## src/cwg_cfg.svh

```systemverilog
`ifndef CWG_CFG_SVH
`define CWG_CFG_SVH

// Data input selector code that maps to no source
`define CWG_ISM_RESERVED  4'hF
// Reset value of both dead-band working copies
`define CWG_DB_RESET      6'h00
// Generator clock divider: a tick every (LAST + 1) i_mclk cycles
`define CWG_GEN_DIV_LAST  8'h00
// Override field code that drives a high level; every other code drives low
`define CWG_OVR_HIGH      2'h3
// Shutdown source positions in the enable vector
`define CWG_SD_PIN        0
`define CWG_SD_TMR_LO     1
`define CWG_SD_TMR_HI     3
`define CWG_SD_CMP_LO     4
`define CWG_SD_CMP_HI     5
`define CWG_SD_CLC        6

`endif

```

## src/cwg_pkg.sv

```systemverilog
package cwg_pkg;

  // Output mode field
  typedef enum logic [2:0] {
    MODE_STEER_ASYNC = 3'h0,
    MODE_STEER_SYNC  = 3'h1,
    MODE_FB_FWD      = 3'h2,
    MODE_FB_REV      = 3'h3,
    MODE_HALF        = 3'h4,
    MODE_PUSH_PULL   = 3'h5,
    MODE_RSVD6       = 3'h6,
    MODE_RSVD7       = 3'h7
  } mode_e;

  // Run control, one-hot
  typedef enum logic [3:0] {
    ST_IDLE   = 4'h1,
    ST_RUN    = 4'h2,
    ST_SHUT   = 4'h4,
    ST_RESUME = 4'h8
  } run_state_e;

endpackage : cwg_pkg

```

## src/cwg_core.sv

```systemverilog
// How it works
// RQ1: Four-bit selector picks data input from fifteen sources; code 1111 gives none.
// RQ2: Each output has its own polarity bit: set active-high, clear active-low.
// RQ3: Polarity never touches override levels, shutdown or steering behaviour.
// RQ4: Dead band is inserted only in half-bridge and full-bridge modes.
// RQ5: Two 6-bit counters: rising/reverse and falling/forward dead bands.
// RQ6: Dead band counts generator clock periods from zero up to setting.
// RQ7: Full-bridge direction change flips A and C at once, modulated output delayed.
// RQ8: Rising interval delays A in half-bridge, only B on forward-to-reverse.
// RQ9: Falling interval delays B in half-bridge, only D on reverse-to-forward.
// RQ10: Each interval programmable in generator clock periods from the count setting.
// RQ11: Dead band starts on input edge; count zero means no dead band.
// RQ12: Input changing back before count ends gives no output pulse.
// RQ13: Counts double-buffered: direct load when disabled, else after load request sequence.
// RQ14: Delay varies at most one generator period beyond programmed count.
// RQ15: Software shutdown set forces shutdown; without auto-restart software must clear it.
// RQ16: With auto-restart hardware clears shutdown and resumes at next rising edge.
// RQ17: Any enabled active shutdown input forces override levels without software; in steering modes an output with steering disabled keeps i_steer_level.
// RQ18: Seven sources enabled separately; pin, comparators, logic cell low, timers high.
// RQ19: Shutdown is level sensitive; cannot clear while enabled source stays active.
// RQ20: One 2-bit field sets B/D override levels, another sets A/C.
// RQ21: Interrupt flag set whenever shutdown bit gets set by hardware or software.
// RQ22: Restart only after shutdown source has gone or its enable is cleared.
// RQ23: After shutdown clears, output generation resumes at first rising data edge.
// RQ24: Mode field decodes steering, full-bridge, half-bridge, push-pull; 110, 111 reserved.
// RQ25: Data and shutdown inputs are synchronised before use; shutdown path is short.
`timescale 1ns/10ps

// Dead-band interval timer, one per edge direction
module cwg_db_timer (
  input  wire logic       i_mclk,
  input  wire logic       i_rst_n,
  input  wire logic       i_start,
  input  wire logic       i_stop,
  input  wire logic       i_tick,
  input  wire logic [5:0] i_limit,
  output logic            o_done
);
  logic       run_reg, run_next;
  logic [5:0] cnt_reg, cnt_next;
  logic [6:0] cnt_inc;
  // Count ticks from zero; done on the tick that reaches the limit
  always_comb begin
    cnt_inc  = {1'b0, cnt_reg} + 7'h01;
    o_done   = run_reg & i_tick & ~i_stop & (cnt_inc == {1'b0, i_limit}); // see RQ6, see RQ14
    run_next = run_reg;
    cnt_next = cnt_reg;
    if (i_stop) begin
      run_next = 1'b0; // see RQ12
    end else if (i_start) begin
      run_next = 1'b1;
      cnt_next = 6'h00;
    end else if (o_done) begin
      run_next = 1'b0;
    end else if (run_reg & i_tick) begin
      cnt_next = cnt_inc[5:0];
    end
  end

  always_ff @(posedge i_mclk or negedge i_rst_n) begin
    if (!i_rst_n) begin
      run_reg <= 1'b0;
      cnt_reg <= 6'h00;
    end else begin
      run_reg <= run_next;
      cnt_reg <= cnt_next;
    end
  end
endmodule : cwg_db_timer

`include "cwg_cfg.svh"

module cwg_core (
  input  wire logic       i_mclk,
  input  wire logic       i_rst_n,
  input  wire logic       i_enable,
  input  wire logic [2:0] i_mode,
  input  wire logic [3:0] i_input_source_select,
  input  wire logic       i_input_pin_route,
  input  wire logic [3:0] i_src_ccp,
  input  wire logic [1:0] i_src_pwm,
  input  wire logic       i_src_nco,
  input  wire logic [1:0] i_src_cmp,
  input  wire logic       i_src_dsm,
  input  wire logic [3:0] i_src_clc,
  input  wire logic [3:0] i_output_polarity,
  input  wire logic [3:0] i_steer_enable,
  input  wire logic [3:0] i_steer_level,
  input  wire logic [1:0] i_override_level_bd,
  input  wire logic [1:0] i_override_level_ac,
  input  wire logic [6:0] i_shutdown_source_enable,
  input  wire logic       i_sd_pin_n,
  input  wire logic [2:0] i_sd_tmr,
  input  wire logic [1:0] i_sd_cmp_n,
  input  wire logic       i_sd_clc_n,
  input  wire logic       i_auto_restart,
  input  wire logic       i_shutdown_set,
  input  wire logic       i_shutdown_clear,
  input  wire logic [5:0] i_rise_deadband_count,
  input  wire logic       i_rise_deadband_wr,
  input  wire logic [5:0] i_fall_deadband_count,
  input  wire logic       i_fall_deadband_wr,
  input  wire logic       i_deadband_load_request,
  output logic            o_out_a,
  output logic            o_out_b,
  output logic            o_out_c,
  output logic            o_out_d,
  output logic            o_shutdown,
  output logic            o_shutdown_irq_flag,
  output logic            o_deadband_load_pending
);
  cwg_pkg::mode_e      mode;
  cwg_pkg::run_state_e state_reg, state_next;
  logic [15:0]         src_vec;
  logic [7:0]          div_reg, div_next;
  logic [6:0]          sd_raw, sd_meta_reg, sd_sync_reg;
  logic [5:0]          rise_work_reg, rise_work_next, fall_work_reg, fall_work_next;
  logic [3:0]          str_reg, str_next, act, ovr, out_next;
  logic                src_sel, d_meta_reg, d_sync_reg, d_prev_reg, sd_any, rise, fall;
  logic                hb, fb, steer, running, tick, sd_reg, sd_next, irq_next;
  logic                ld_reg, ld_next, ld_armed_reg, ld_armed_next;
  logic                a_on_reg, a_on_next, b_on_reg, b_on_next;
  logic                dir_reg, dir_next, mod_ok_reg, mod_ok_next, pp_a_reg, pp_a_next;
  logic                dir_change, r_start, f_start, r_stop, f_stop, r_done, f_done;
  // Source mux ahead of the synchroniser; reserved code reads as a constant low
  assign src_vec = {1'b0, i_src_clc, i_src_dsm, i_src_cmp, i_src_nco, i_src_pwm, i_src_ccp, i_input_pin_route};
  assign src_sel = src_vec[i_input_source_select]; // see RQ1
  // Active-high view of each shutdown source; enables apply after the synchroniser
  assign sd_raw = {~i_sd_clc_n, ~i_sd_cmp_n, i_sd_tmr, ~i_sd_pin_n}; // see RQ18
  // Two-flop synchronisers for the data input and shutdown sources
  always_ff @(posedge i_mclk or negedge i_rst_n) begin
    if (!i_rst_n) begin
      d_meta_reg  <= 1'b0;
      d_sync_reg  <= 1'b0;
      d_prev_reg  <= 1'b0;
      sd_meta_reg <= 7'h00;
      sd_sync_reg <= 7'h00;
    end else begin
      d_meta_reg  <= src_sel; // see RQ25
      d_sync_reg  <= d_meta_reg;
      d_prev_reg  <= d_sync_reg;
      sd_meta_reg <= sd_raw;
      sd_sync_reg <= sd_meta_reg;
    end
  end

  // Decode and edge detection on the synchronised data
  always_comb begin
    mode    = cwg_pkg::mode_e'(i_mode); // see RQ24
    hb      = (mode == cwg_pkg::MODE_HALF);
    fb      = (mode == cwg_pkg::MODE_FB_FWD) | (mode == cwg_pkg::MODE_FB_REV);
    steer   = (mode == cwg_pkg::MODE_STEER_ASYNC) | (mode == cwg_pkg::MODE_STEER_SYNC);
    rise    = d_sync_reg & ~d_prev_reg;
    fall    = ~d_sync_reg & d_prev_reg;
    sd_any  = |(sd_sync_reg & i_shutdown_source_enable); // see RQ19
    // The rising edge that ends a resume already drives the waveform, so no cycle is lost
    running = (state_reg == cwg_pkg::ST_RUN) | ((state_reg == cwg_pkg::ST_RESUME) & rise & ~sd_reg); // see RQ23
    tick    = (div_reg == `CWG_GEN_DIV_LAST);
    div_next = tick ? 8'h00 : div_reg + 8'h01;
  end
  // Shutdown bit: set wins over any clear; no clear while a source is active
  always_comb begin
    sd_next = sd_reg;
    if ((i_shutdown_clear | i_auto_restart) & ~sd_any) sd_next = 1'b0; // see RQ15, see RQ16, see RQ22
    if (sd_any | i_shutdown_set) sd_next = 1'b1; // see RQ15, see RQ17
    irq_next = sd_next & ~sd_reg; // see RQ21
  end
  // Run control: after shutdown or enable, wait for a rising data edge
  always_comb begin
    state_next = state_reg;
    case (state_reg)
      cwg_pkg::ST_IDLE:   if (i_enable) state_next = cwg_pkg::ST_RESUME;
      cwg_pkg::ST_RUN:    if (sd_reg) state_next = cwg_pkg::ST_SHUT;
      cwg_pkg::ST_SHUT:   if (!sd_reg) state_next = cwg_pkg::ST_RESUME;
      cwg_pkg::ST_RESUME: begin
        if (sd_reg) state_next = cwg_pkg::ST_SHUT;
        else if (rise) state_next = cwg_pkg::ST_RUN; // see RQ16, see RQ23
      end
      default: state_next = cwg_pkg::ST_IDLE;
    endcase
    if (!i_enable) state_next = cwg_pkg::ST_IDLE;
  end
  // Dead-band working copies and the load-request sequence
  always_comb begin
    rise_work_next = rise_work_reg;
    fall_work_next = fall_work_reg;
    ld_next        = ld_reg;
    ld_armed_next  = ld_armed_reg;
    if (!i_enable) begin
      ld_next       = 1'b0;
      ld_armed_next = 1'b0;
      if (i_rise_deadband_wr) rise_work_next = i_rise_deadband_count; // see RQ13
      if (i_fall_deadband_wr) fall_work_next = i_fall_deadband_count;
    end else begin
      if (ld_reg & fall) ld_armed_next = 1'b1;
      if (ld_armed_reg & rise) begin
        rise_work_next = i_rise_deadband_count; // see RQ13
        fall_work_next = i_fall_deadband_count;
        ld_next        = 1'b0;
        ld_armed_next  = 1'b0;
      end
      if (i_deadband_load_request) ld_next = 1'b1; // A new request beats a load in the same cycle
    end
  end
  // Timer control: half-bridge edges, or a full-bridge direction change
  always_comb begin
    dir_change = fb & running & rise & (mode[0] != dir_reg);
    r_start    = (hb & running & rise) | (dir_change & mode[0]); // see RQ4, see RQ5, see RQ8
    f_start    = (hb & running & fall) | (dir_change & ~mode[0]); // see RQ9
    r_stop     = ~running | (hb & fall); // see RQ12
    f_stop     = ~running | (hb & rise);
  end
  cwg_db_timer u_rise_timer (
    .i_mclk  (i_mclk),
    .i_rst_n (i_rst_n),
    .i_start (r_start),
    .i_stop  (r_stop),
    .i_tick  (tick),
    .i_limit (rise_work_reg), // see RQ10
    .o_done  (r_done)
  );
  cwg_db_timer u_fall_timer (
    .i_mclk  (i_mclk),
    .i_rst_n (i_rst_n),
    .i_start (f_start),
    .i_stop  (f_stop),
    .i_tick  (tick),
    .i_limit (fall_work_reg), // see RQ10
    .o_done  (f_done)
  );
  // Waveform state for half-bridge, full-bridge, push-pull and steering
  always_comb begin
    a_on_next   = a_on_reg;
    b_on_next   = b_on_reg;
    dir_next    = dir_reg;
    mod_ok_next = mod_ok_reg;
    pp_a_next   = pp_a_reg;
    str_next    = str_reg;
    if (!running) begin
      a_on_next   = 1'b0;
      b_on_next   = 1'b0;
      dir_next    = mode[0];
      mod_ok_next = 1'b1;
      pp_a_next   = 1'b0; // Sequencer restarts so the first pulse lands on A
    end else begin
      if (rise) begin
        a_on_next = (rise_work_reg == 6'h00); // see RQ11
        b_on_next = 1'b0;
        pp_a_next = ~pp_a_reg;
      end else if (fall) begin
        a_on_next = 1'b0;
        b_on_next = (fall_work_reg == 6'h00); // see RQ11
      end
      if (hb & r_done) a_on_next = 1'b1; // see RQ8
      if (hb & f_done) b_on_next = 1'b1; // see RQ9
      if (dir_change) begin
        dir_next    = mode[0]; // see RQ7
        mod_ok_next = mode[0] ? (rise_work_reg == 6'h00) : (fall_work_reg == 6'h00);
      end else if (fb & (r_done | f_done)) begin
        mod_ok_next = 1'b1; // see RQ7
      end
    end
    if ((mode != cwg_pkg::MODE_STEER_SYNC) | rise) str_next = i_steer_enable;
  end
  // Output levels; polarity applies only to modulated signals and to the inactive level while idle
  always_comb begin
    act = 4'h0;
    case (mode)
      cwg_pkg::MODE_HALF:      act = {~b_on_reg, a_on_reg, b_on_reg, a_on_reg};
      cwg_pkg::MODE_FB_FWD,
      cwg_pkg::MODE_FB_REV:    act = {~dir_reg & mod_ok_reg & d_sync_reg, dir_reg,
                                      dir_reg & mod_ok_reg & d_sync_reg, ~dir_reg};
      cwg_pkg::MODE_PUSH_PULL: act = {d_sync_reg & ~pp_a_reg, d_sync_reg & pp_a_reg,
                                      d_sync_reg & ~pp_a_reg, d_sync_reg & pp_a_reg};
      cwg_pkg::MODE_STEER_ASYNC,
      cwg_pkg::MODE_STEER_SYNC: act = {4{d_sync_reg}};
      default:                 act = 4'h0;
    endcase
    ovr = {i_override_level_bd == `CWG_OVR_HIGH, i_override_level_ac == `CWG_OVR_HIGH,
           i_override_level_bd == `CWG_OVR_HIGH, i_override_level_ac == `CWG_OVR_HIGH}; // see RQ20
    for (int i = 0; i < 4; i++) begin
      if (state_reg == cwg_pkg::ST_IDLE) begin
        out_next[i] = ~i_output_polarity[i];
      end else if (steer & ~str_reg[i]) begin
        out_next[i] = i_steer_level[i]; // see RQ3
      end else if (~running | sd_any | sd_reg) begin
        out_next[i] = ovr[i]; // see RQ3, see RQ17
      end else begin
        out_next[i] = act[i] ^ ~i_output_polarity[i]; // see RQ2
      end
    end
  end

  // State registers
  always_ff @(posedge i_mclk or negedge i_rst_n) begin
    if (!i_rst_n) begin
      state_reg               <= cwg_pkg::ST_IDLE;
      div_reg                 <= 8'h00;
      sd_reg                  <= 1'b0;
      rise_work_reg           <= `CWG_DB_RESET;
      fall_work_reg           <= `CWG_DB_RESET;
      ld_reg                  <= 1'b0;
      ld_armed_reg            <= 1'b0;
      a_on_reg                <= 1'b0;
      b_on_reg                <= 1'b0;
      dir_reg                 <= 1'b0;
      mod_ok_reg              <= 1'b1;
      pp_a_reg                <= 1'b0;
      str_reg                 <= 4'h0;
      {o_out_d, o_out_c, o_out_b, o_out_a} <= 4'h0;
      o_shutdown              <= 1'b0;
      o_shutdown_irq_flag     <= 1'b0;
      o_deadband_load_pending <= 1'b0;
    end else begin
      state_reg               <= state_next;
      div_reg                 <= div_next;
      sd_reg                  <= sd_next;
      rise_work_reg           <= rise_work_next;
      fall_work_reg           <= fall_work_next;
      ld_reg                  <= ld_next;
      ld_armed_reg            <= ld_armed_next;
      a_on_reg                <= a_on_next;
      b_on_reg                <= b_on_next;
      dir_reg                 <= dir_next;
      mod_ok_reg              <= mod_ok_next;
      pp_a_reg                <= pp_a_next;
      str_reg                 <= str_next;
      {o_out_d, o_out_c, o_out_b, o_out_a} <= out_next;
      o_shutdown              <= sd_next;
      o_shutdown_irq_flag     <= irq_next;
      o_deadband_load_pending <= ld_next;
    end
  end
endmodule : cwg_core

```

## config.mk

```make
export PLATFORM = sky130hd
export DESIGN_NAME = cwg_core
export DESIGN_NICKNAME = d
export VERILOG_FILES = /design/src/cwg_pkg.sv /design/src/cwg_core.sv
export VERILOG_INCLUDE_DIRS = /design/src
export SDC_FILE = /design/constraint.sdc
export NUM_CORES = 1
export LEC_CHECK = 0
export ABC_AREA = 1
export ABC_CLOCK_PERIOD_IN_PS = 1580
export BUFFER_PORTS_ARGS = -buffer_cell sky130_fd_sc_hd__buf_2
export CORE_MARGIN = 4
export CORE_UTILIZATION = 50
export DETAILED_ROUTE_END_ITERATION = 8
export PLACE_DENSITY = 0.84
export SLEW_MARGIN = 20
export SYNTH_ARGS = -nofsm -noshare
export SYNTH_HDL_FRONTEND = slang
export SYNTH_SLANG_ARGS = --single-unit
```

## constraint.sdc

```tcl
create_clock -name i_mclk -period 1.58 [get_ports i_mclk]
set_input_delay 0.237 -clock i_mclk [delete_from_list [all_inputs] [get_ports i_mclk]]
set_output_delay 0.237 -clock i_mclk [all_outputs]
set_load 0.02 [all_outputs]
```

# Word-level counts from Yosys, hierarchy flattened
# Index checks and enable logic that the tools add are counted.
dict set report totals {
  reg_bits 72
  inputBits 73
  word_cells 218
}
dict set report op_classes {
  add_sub_neg 3
  magnitude_cmp 1
  eq_ne 28
  mux 64
  n_bitwise 77
  n_reduce_logical 18
}
# op n
set ops {}
lappend ops {{2-to-1 mux 6 bit} 12}
lappend ops {{2-to-1 mux 1 bit} 43}
lappend ops {{AND 1 bit} 37}
lappend ops {{one-hot mux 4 bit (4 select lines)} 2}
lappend ops {{NOT 1 bit} 21}
lappend ops {{2-to-1 mux 4 bit} 5}
lappend ops {{adder 6 x 1 -> 7 bit, second input constant} 2}
lappend ops {{equality test 7 x 6 -> 1 bit} 2}
lappend ops {{OR 1 bit} 13}
lappend ops {{logical NOT 6 bit} 2}
lappend ops {{!= test 3 x 1 -> 1 bit, second input constant} 4}
lappend ops {{AND reduction 3 bit} 3}
lappend ops {{adder 8 x 1 -> 8 bit, second input constant} 1}
lappend ops {{logical NOT 8 bit} 1}
lappend ops {{2-to-1 mux 8 bit} 1}
lappend ops {{!= test 4 x 3 -> 1 bit, second input constant} 2}
lappend ops {{nonzero test 2 bit} 4}
lappend ops {{AND 7 bit} 1}
lappend ops {{OR reduction 7 bit} 1}
lappend ops {{equality test 3 x 2 -> 1 bit, second input constant} 2}
lappend ops {{equality test 3 bit, second input constant} 2}
lappend ops {{!= test 2 bit, second input constant} 3}
lappend ops {{!= test 3 bit, second input constant} 2}
lappend ops {{nonzero test 3 bit} 2}
lappend ops {{other kinds (16)} 23}

# Depth between registers and ports, before layout
dict set report depth {
  ltp_word 15
  mapped_depth 15
  mapped_depth_nobuf 15
}

# By module
# Synthesis repeated with hierarchy kept, for this count alone.
dict set report unflattened {
  cells_unflattened 525
  area_unflattened_um2 4142.7
}
# module n_inst cells_each area_each_um2
set modules_own_cells {}
lappend modules_own_cells {cwg_core 1 339 2871.5}
lappend modules_own_cells {{cwg_db_timer at u_rise_timer} 1 93 638.1}
lappend modules_own_cells {{cwg_db_timer at u_fall_timer} 1 93 633.1}

# Worst setup path before layout
# OpenSTA, ideal clock, no wires.
dict set report synth_path {
  path_type {reg2reg}
  start {register d_sync_reg}
  end {register u_rise_timer.cnt_reg[0]}
  arrival_ns 1.636
  slack_ns -0.173
  path_stages_with_launch 12
  path_buffers 0
  period_less_slack_ns 1.753
  cell_sequence {dfrtp_1 > ha_1 > nand4_1 > nand2_4 > and2_4 > nand2_4 > o21ai_4 > nand2_2 > nand2_4 > nand2_4 > nand2_1 > nand2_1}
}
dict set report synth_via {
  elab_chain_len 11
  elab_cells_between_ends 23
  cone_classes {1 x eq/ne; 1 x mux; 19 x bitwise; 2 x reduce/logical}
}
# item line
set synth_lines {}
lappend synth_lines {{start: declaration} cwg_core.sv:119} ;# logic src_sel, d_meta_reg, d_sync_reg, d_prev_reg, sd_any, rise, fall;
lappend synth_lines {{start signal: assignment} cwg_core.sv:140} ;# d_sync_reg <= d_meta_reg;
lappend synth_lines {{AND 1 bit} cwg_core.sv:153} ;# rise = d_sync_reg & ~d_prev_reg;
lappend synth_lines {{AND 1 bit (2 in series)} cwg_core.sv:157} ;# running = (state_reg == cwg_pkg::ST_RUN) | ((state_reg == cwg_pkg::ST_RESUME) & rise & ~sd_reg);
lappend synth_lines {{OR 1 bit} cwg_core.sv:157}
lappend synth_lines {{AND 1 bit or NOT 1 bit (tied branches)} {cwg_core.sv:207, cwg_core.sv:210}}
lappend synth_lines {{AND 1 bit or OR 1 bit (tied branches)} {cwg_core.sv:207, cwg_core.sv:210}}
lappend synth_lines {{AND 1 bit or NOT 1 bit (tied branches)} n/a}
lappend synth_lines {{AND 1 bit (on tied branches)} {cwg_core.sv:208, cwg_core.sv:45}}
lappend synth_lines {{OR 1 bit or AND 1 bit (tied branches)} {cwg_core.sv:208, cwg_core.sv:45}}
lappend synth_lines {{!= test 2 bit (no source line) or nonzero test 2 bit (tied branches)} n/a}
lappend synth_lines {{AND reduction 3 bit (no source line)} n/a}
lappend synth_lines {{end signal: assignment} cwg_core.sv:66} ;# cnt_reg <= cnt_next;
lappend synth_lines {{end: declaration} cwg_core.sv:40} ;# logic [5:0] cnt_reg, cnt_next;
# Parallel ways exist; a longest one is shown, timed or not.
# A chain may end at the register's enable or synchronous reset.

# Final worst setup path
dict set report layout_path {
  start {register state_reg[2]}
  end {register o_out_c}
}
dict set report layout_via {
  elab_chain_len 10
  elab_cells_between_ends 12
  cone_classes {3 x eq/ne; 3 x mux; 6 x bitwise}
}
# item line
set layout_lines {}
lappend layout_lines {{start: declaration} cwg_core.sv:113} ;# cwg_pkg::run_state_e state_reg, state_next;
lappend layout_lines {{start signal: assignment} cwg_core.sv:297} ;# state_reg <= cwg_pkg::ST_IDLE;
lappend layout_lines {{start signal: assignment} cwg_core.sv:315} ;# state_reg <= state_next;
lappend layout_lines {{equality test 4 bit} cwg_core.sv:157}
lappend layout_lines {{AND 1 bit (2 in series)} cwg_core.sv:157}
lappend layout_lines {{OR 1 bit} cwg_core.sv:157}
lappend layout_lines {{NOT 1 bit} cwg_core.sv:286} ;# end else if (~running | sd_any | sd_reg) begin
lappend layout_lines {{OR 1 bit (2 in series)} cwg_core.sv:286}
lappend layout_lines {{2-to-1 mux 1 bit} cwg_core.sv:286}
lappend layout_lines {{2-to-1 mux 1 bit} cwg_core.sv:284} ;# end else if (steer & ~str_reg[i]) begin
lappend layout_lines {{2-to-1 mux 1 bit (*)} cwg_core.sv:282} ;# if (state_reg == cwg_pkg::ST_IDLE) begin
lappend layout_lines {{net out_next[2]} cwg_core.sv:118} ;# logic [3:0] str_reg, str_next, act, ovr, out_next;
lappend layout_lines {{end signal: assignment} cwg_core.sv:328} ;# {o_out_d, o_out_c, o_out_b, o_out_a} <= out_next;
lappend layout_lines {{end: declaration} cwg_core.sv:106} ;# output logic o_out_c,
# The timed path passes the listed nets; every way through them passes the cells marked *.

==> summary by stage <==
Status
The run finished, with violations left. The final reports fail on setup timing.

Place
The standard cell area after detailed placement is 5050 µm². The half-perimeter wire length of the detailed placement result is just over 8000 µm. Port buffering added a little under 80 buffers. The cell count after placement is about 760. The placer's final routability congestion estimate is between 0.9 and 1. Prior to clock tree synthesis, the placed netlist has a worst setup slack of -246 ps.

Clock tree
The CTS tree is built. Counting the buffers created by CTS gives 9. The deepest clock path buffer count is 2.

CTS placed an instance of clkbuf_8 at the clock tree root. The TritonCTS sink count is approximately 70. The clock reaches the later pin of the worst-skew pair after between 300 and 400 ps. The clock transition at the registers of the reported paths is 90 ps. In this run the number of H-tree levels came out at 3.

Drt
After detailed routing, no signal wire sits above met4. The detailed-route vias per instance is ~5.3. The routed wire length on met3 is just under 700 µm. The first detailed-routing pass ran for 5 iterations. The routed wire length on met2 is roughly 5700 µm. The count of unresolved DRC violations after routing is 0. The wire length per cell after detailed routing is between 10 and 15 µm. The count of nets left with antenna violations once routing finished came out at 0. The DRC marker count from the first detailed-route iteration is between 150 and 200. The via count of the routed design is 4157.

The detailed router put a total of approximately 4700 µm of wire on met1. After detailed routing, the total wire length is 11500 µm.

Synthesis
The top cell type's share of synthesized area is 43.2%. Synthesis produced 525 cells. The dominant register cell in the synthesized netlist is dfrtp_1. In the post-synthesis netlist, the biggest area contributors are dfrtp_1, nand2_1, inv_1.

Summing the sequential cell areas from Yosys gives roughly 45% of the chip area. The netlist area before placement is around 4100 µm². The synthesized netlist net count is roughly 600.

Of all cell types, the one taking the most synthesized area is dfrtp_1. The number of enable-type register cells in the synthesized netlist is 0. A synthesized cell averages slightly below 8 µm².

In this run, distinct cell masters in the synthesized netlist total 42. The Yosys step of the flow raised 0 warnings. The proportion of synthesized flip-flops having asynchronous set or reset is between 90% and 100%. The number of register bits inferred by synthesis is a little over 70.

Cells and area
The filler cell count in the final layout is 560. The area growth from synthesis to layout is 39.9%. The layout net count is 757. The sequential cell area is between 1500 and 2000 µm². The design area is 5670 µm². The total area of multi-input combinational cells is ~2300 µm². The fraction of layout cells with a size suffix above 1 is around two fifths. The number of antenna diodes is 0. The final cell count without fillers is about 800. The utilization after layout is 72.6%. The register with the most flip-flops in the layout has 8 of them.

Floorplan
The floorplan step defined a die boundary enclosing 9610 µm². The horizontal die dimension is around 98 µm. The cell row count is 32.

The die height is just under 100 µm. The total area inside the core boundary comes to 7810 µm². The effective utilization at floorplan is between 50% and 60%.

During I/O placement, the number of pins put on the boundary was 80.

Setup path
On the worst path, the slowest cell contributes a delay of 420 ps. The maximum net fanout on the critical path is 8. The startpoint kind of the worst setup timing path is a flip-flop. The kind of cell adding the most delay to the critical path is simple AND/OR/NAND/NOR gates. The setup check on the worst reg-to-reg path leaves a slack of -270 ps. The category of the most critical setup path is flip-flop to flip-flop. The number of buffers and inverters on the critical path is 2. The start of the worst register-to-register path is state_reg[2]. The start point of the critical path is state_reg[2]. Traced cell by cell, the critical path runs through nor2_1, nand4_1, nand2_4, buf_6, nand4_1, inv_2, nand3_2, nand3_2, nand2_1, nand2_1. The capturing element of the worst setup path is o_out_c. For the worst flop-to-flop path, the logic depth is 10. The slowest stage of the critical path belongs to the cell dfrtp_1. The capturing element type of the critical path is a flip-flop.

At the worst endpoint, the required time is 1870 ps. Data arrives at the worst endpoint at ~2100 ps. In this run the number of cells on the critical path is 10. In this run the critical register-to-register path is captured at o_out_c.

STA
The pin slew with the least headroom to its limit is ~390 ps. On the final layout, the worst hold slack is about 9.9 ps. The final critical path takes up 117% of the cycle.

The hold violation total from the final report is 0. The number of slew-limit violations in the final report is 0. Setup repair after global routing could not meet its margin everywhere. The smallest setup slack after layout is -271 ps. Derived from the worst setup path, the maximum achievable clock frequency is approximately 0.54 GHz. For the final database, setup skew stands at about 14 ps. The shortest clock period the worst path allows after layout is between 1500 and 2000 ps. Setup violations remaining at the end of the flow were counted as 21. Measured against its own limit, the worst slew margin works out to around 74%.

Summed over all failing endpoints, the final setup total negative slack is -4670 ps.

Worst hold path
The beginning of the worst hold path is i_sd_pin_n. The tightest min-delay check is of the input pin to flip-flop type.

GRT
The number of antenna violations at the first check in global routing came to 0. The number of global-route vias before repair came to 4116. The first-pass GRT wire length is ~18000 µm. The total congestion overflow after global routing is 0. Entering global routing, the biggest net connects 46 pins. The overall fraction of global-route tracks in use is a little under a quarter.

Pwr
VDD sags by at most ~0.54 mV. The power density over cell area is 795 nW/µm². The design draws 4.51 mW. The analysis attributes to cell leakage a power of around 2.9 nW.

Job
Max-cap violations in this run came to 0.
repair_timing:
action,CTS,global route
pin swaps,18,30
buffers inserted,8,2
endpoints found under the setup margin,21,36
endpoints found under the hold margin,14,0
hold buffers,4,0
gates resized for setup,28,49
worst register-to-register path: cells and delay by family (launching register included):
family                 cells  cell delay [ps]
AND/OR/NAND/NOR            8             1030
flip-flops                 1              420
buffers and inverters      2              320
metal layers:
layer	GRT usage (%)	vias to the layer above
met1	28.6	1972
met2	39.7	155
met4	11.5	0
met3	4.00	32
met5	0	-
li1	-	1998
final cells by class:
type / count / area share, %
Clock inverter: 7 / 1.50
Clock buffer: 9 / 2.18
Sequential cell: 72 / 31.9
Inverter: 86 / 5.69
Multi-Input combinational cell: 365 / 39.8
Tap cell: 102 / 2.25
Timing Repair Buffer: 144 / 16.7
placed cells by master, fill, tap and decap left out, drive strengths merged, types with 3 or more instances in the layout:
| cell type | n |
|---|---|
| a21oi | 18 |
| a31oi | 3 |
| buf | 140 |
| clkbuf | 9 |
| dfrtp | 70 |
| dlygate4sd3 | 4 |
| ha | 6 |
| inv | 90 |
| mux2 | 4 |
| nand2 | 137 |
| nand3 | 57 |
| nand4 | 10 |
| nor2 | 59 |
| nor3 | 8 |
| o21ai | 37 |
| o21bai | 4 |
| xnor2 | 3 |
| xor2 | 5 |
worst min-delay path by stage:
stage,end,cells after the start
2_1_floorplan,a_on_reg,0
3_3_place_gp,o_shutdown_irq_flag,1
3_5_place_dp,o_shutdown_irq_flag,1
4_1_cts,sd_meta_reg[0],2
5_1_grt,sd_meta_reg[6],2
6_report,sd_meta_reg[0],2
synth_stat cells, types with 2 or more instances:
| cell | count |
|---|---|
| nand2_1 | 126 |
| nand2_2 | 6 |
| nor3_1 | 7 |
| a31oi_1 | 3 |
| nand4_1 | 9 |
| nor2_4 | 3 |
| a21oi_1 | 18 |
| nor2_1 | 51 |
| dfrtp_1 | 70 |
| o221ai_1 | 2 |
| o21ai_4 | 2 |
| mux2_2 | 4 |
| xor2_1 | 5 |
| o21ai_1 | 7 |
| o21ai_0 | 27 |
| ha_1 | 6 |
| inv_1 | 81 |
| dfstp_2 | 2 |
| nand3_1 | 54 |
| a22o_1 | 2 |
| nor2_2 | 5 |
| o21bai_1 | 4 |
| nand3_2 | 2 |
| nand2_4 | 5 |
| xnor2_1 | 3 |
| inv_2 | 5 |
report_power, final:
group,switching [mW],internal [mW]
sequential,0.0741,1.97
combinational,0.517,0.371
clock,0.814,0.763
total,1.40,3.10
cell families (layout without fill, tap and decap cells):
| logic type | Yosys count | in the layout | share of synthesized area (%) |
|---|---|---|---|
| buf+inv | 88 | 246 | 8.33 |
| mux | 4 | 4 | 1.11 |
| fa+ha+maj | 6 | 6 | 1.85 |
| simple gates | 278 | 278 | 32.4 |
| compound gates | 69 | 69 | 10.1 |
| xor+xnor | 8 | 8 | 1.73 |
| flops | 72 | 72 | 44.5 |
(Power assumes the default switching activity.)
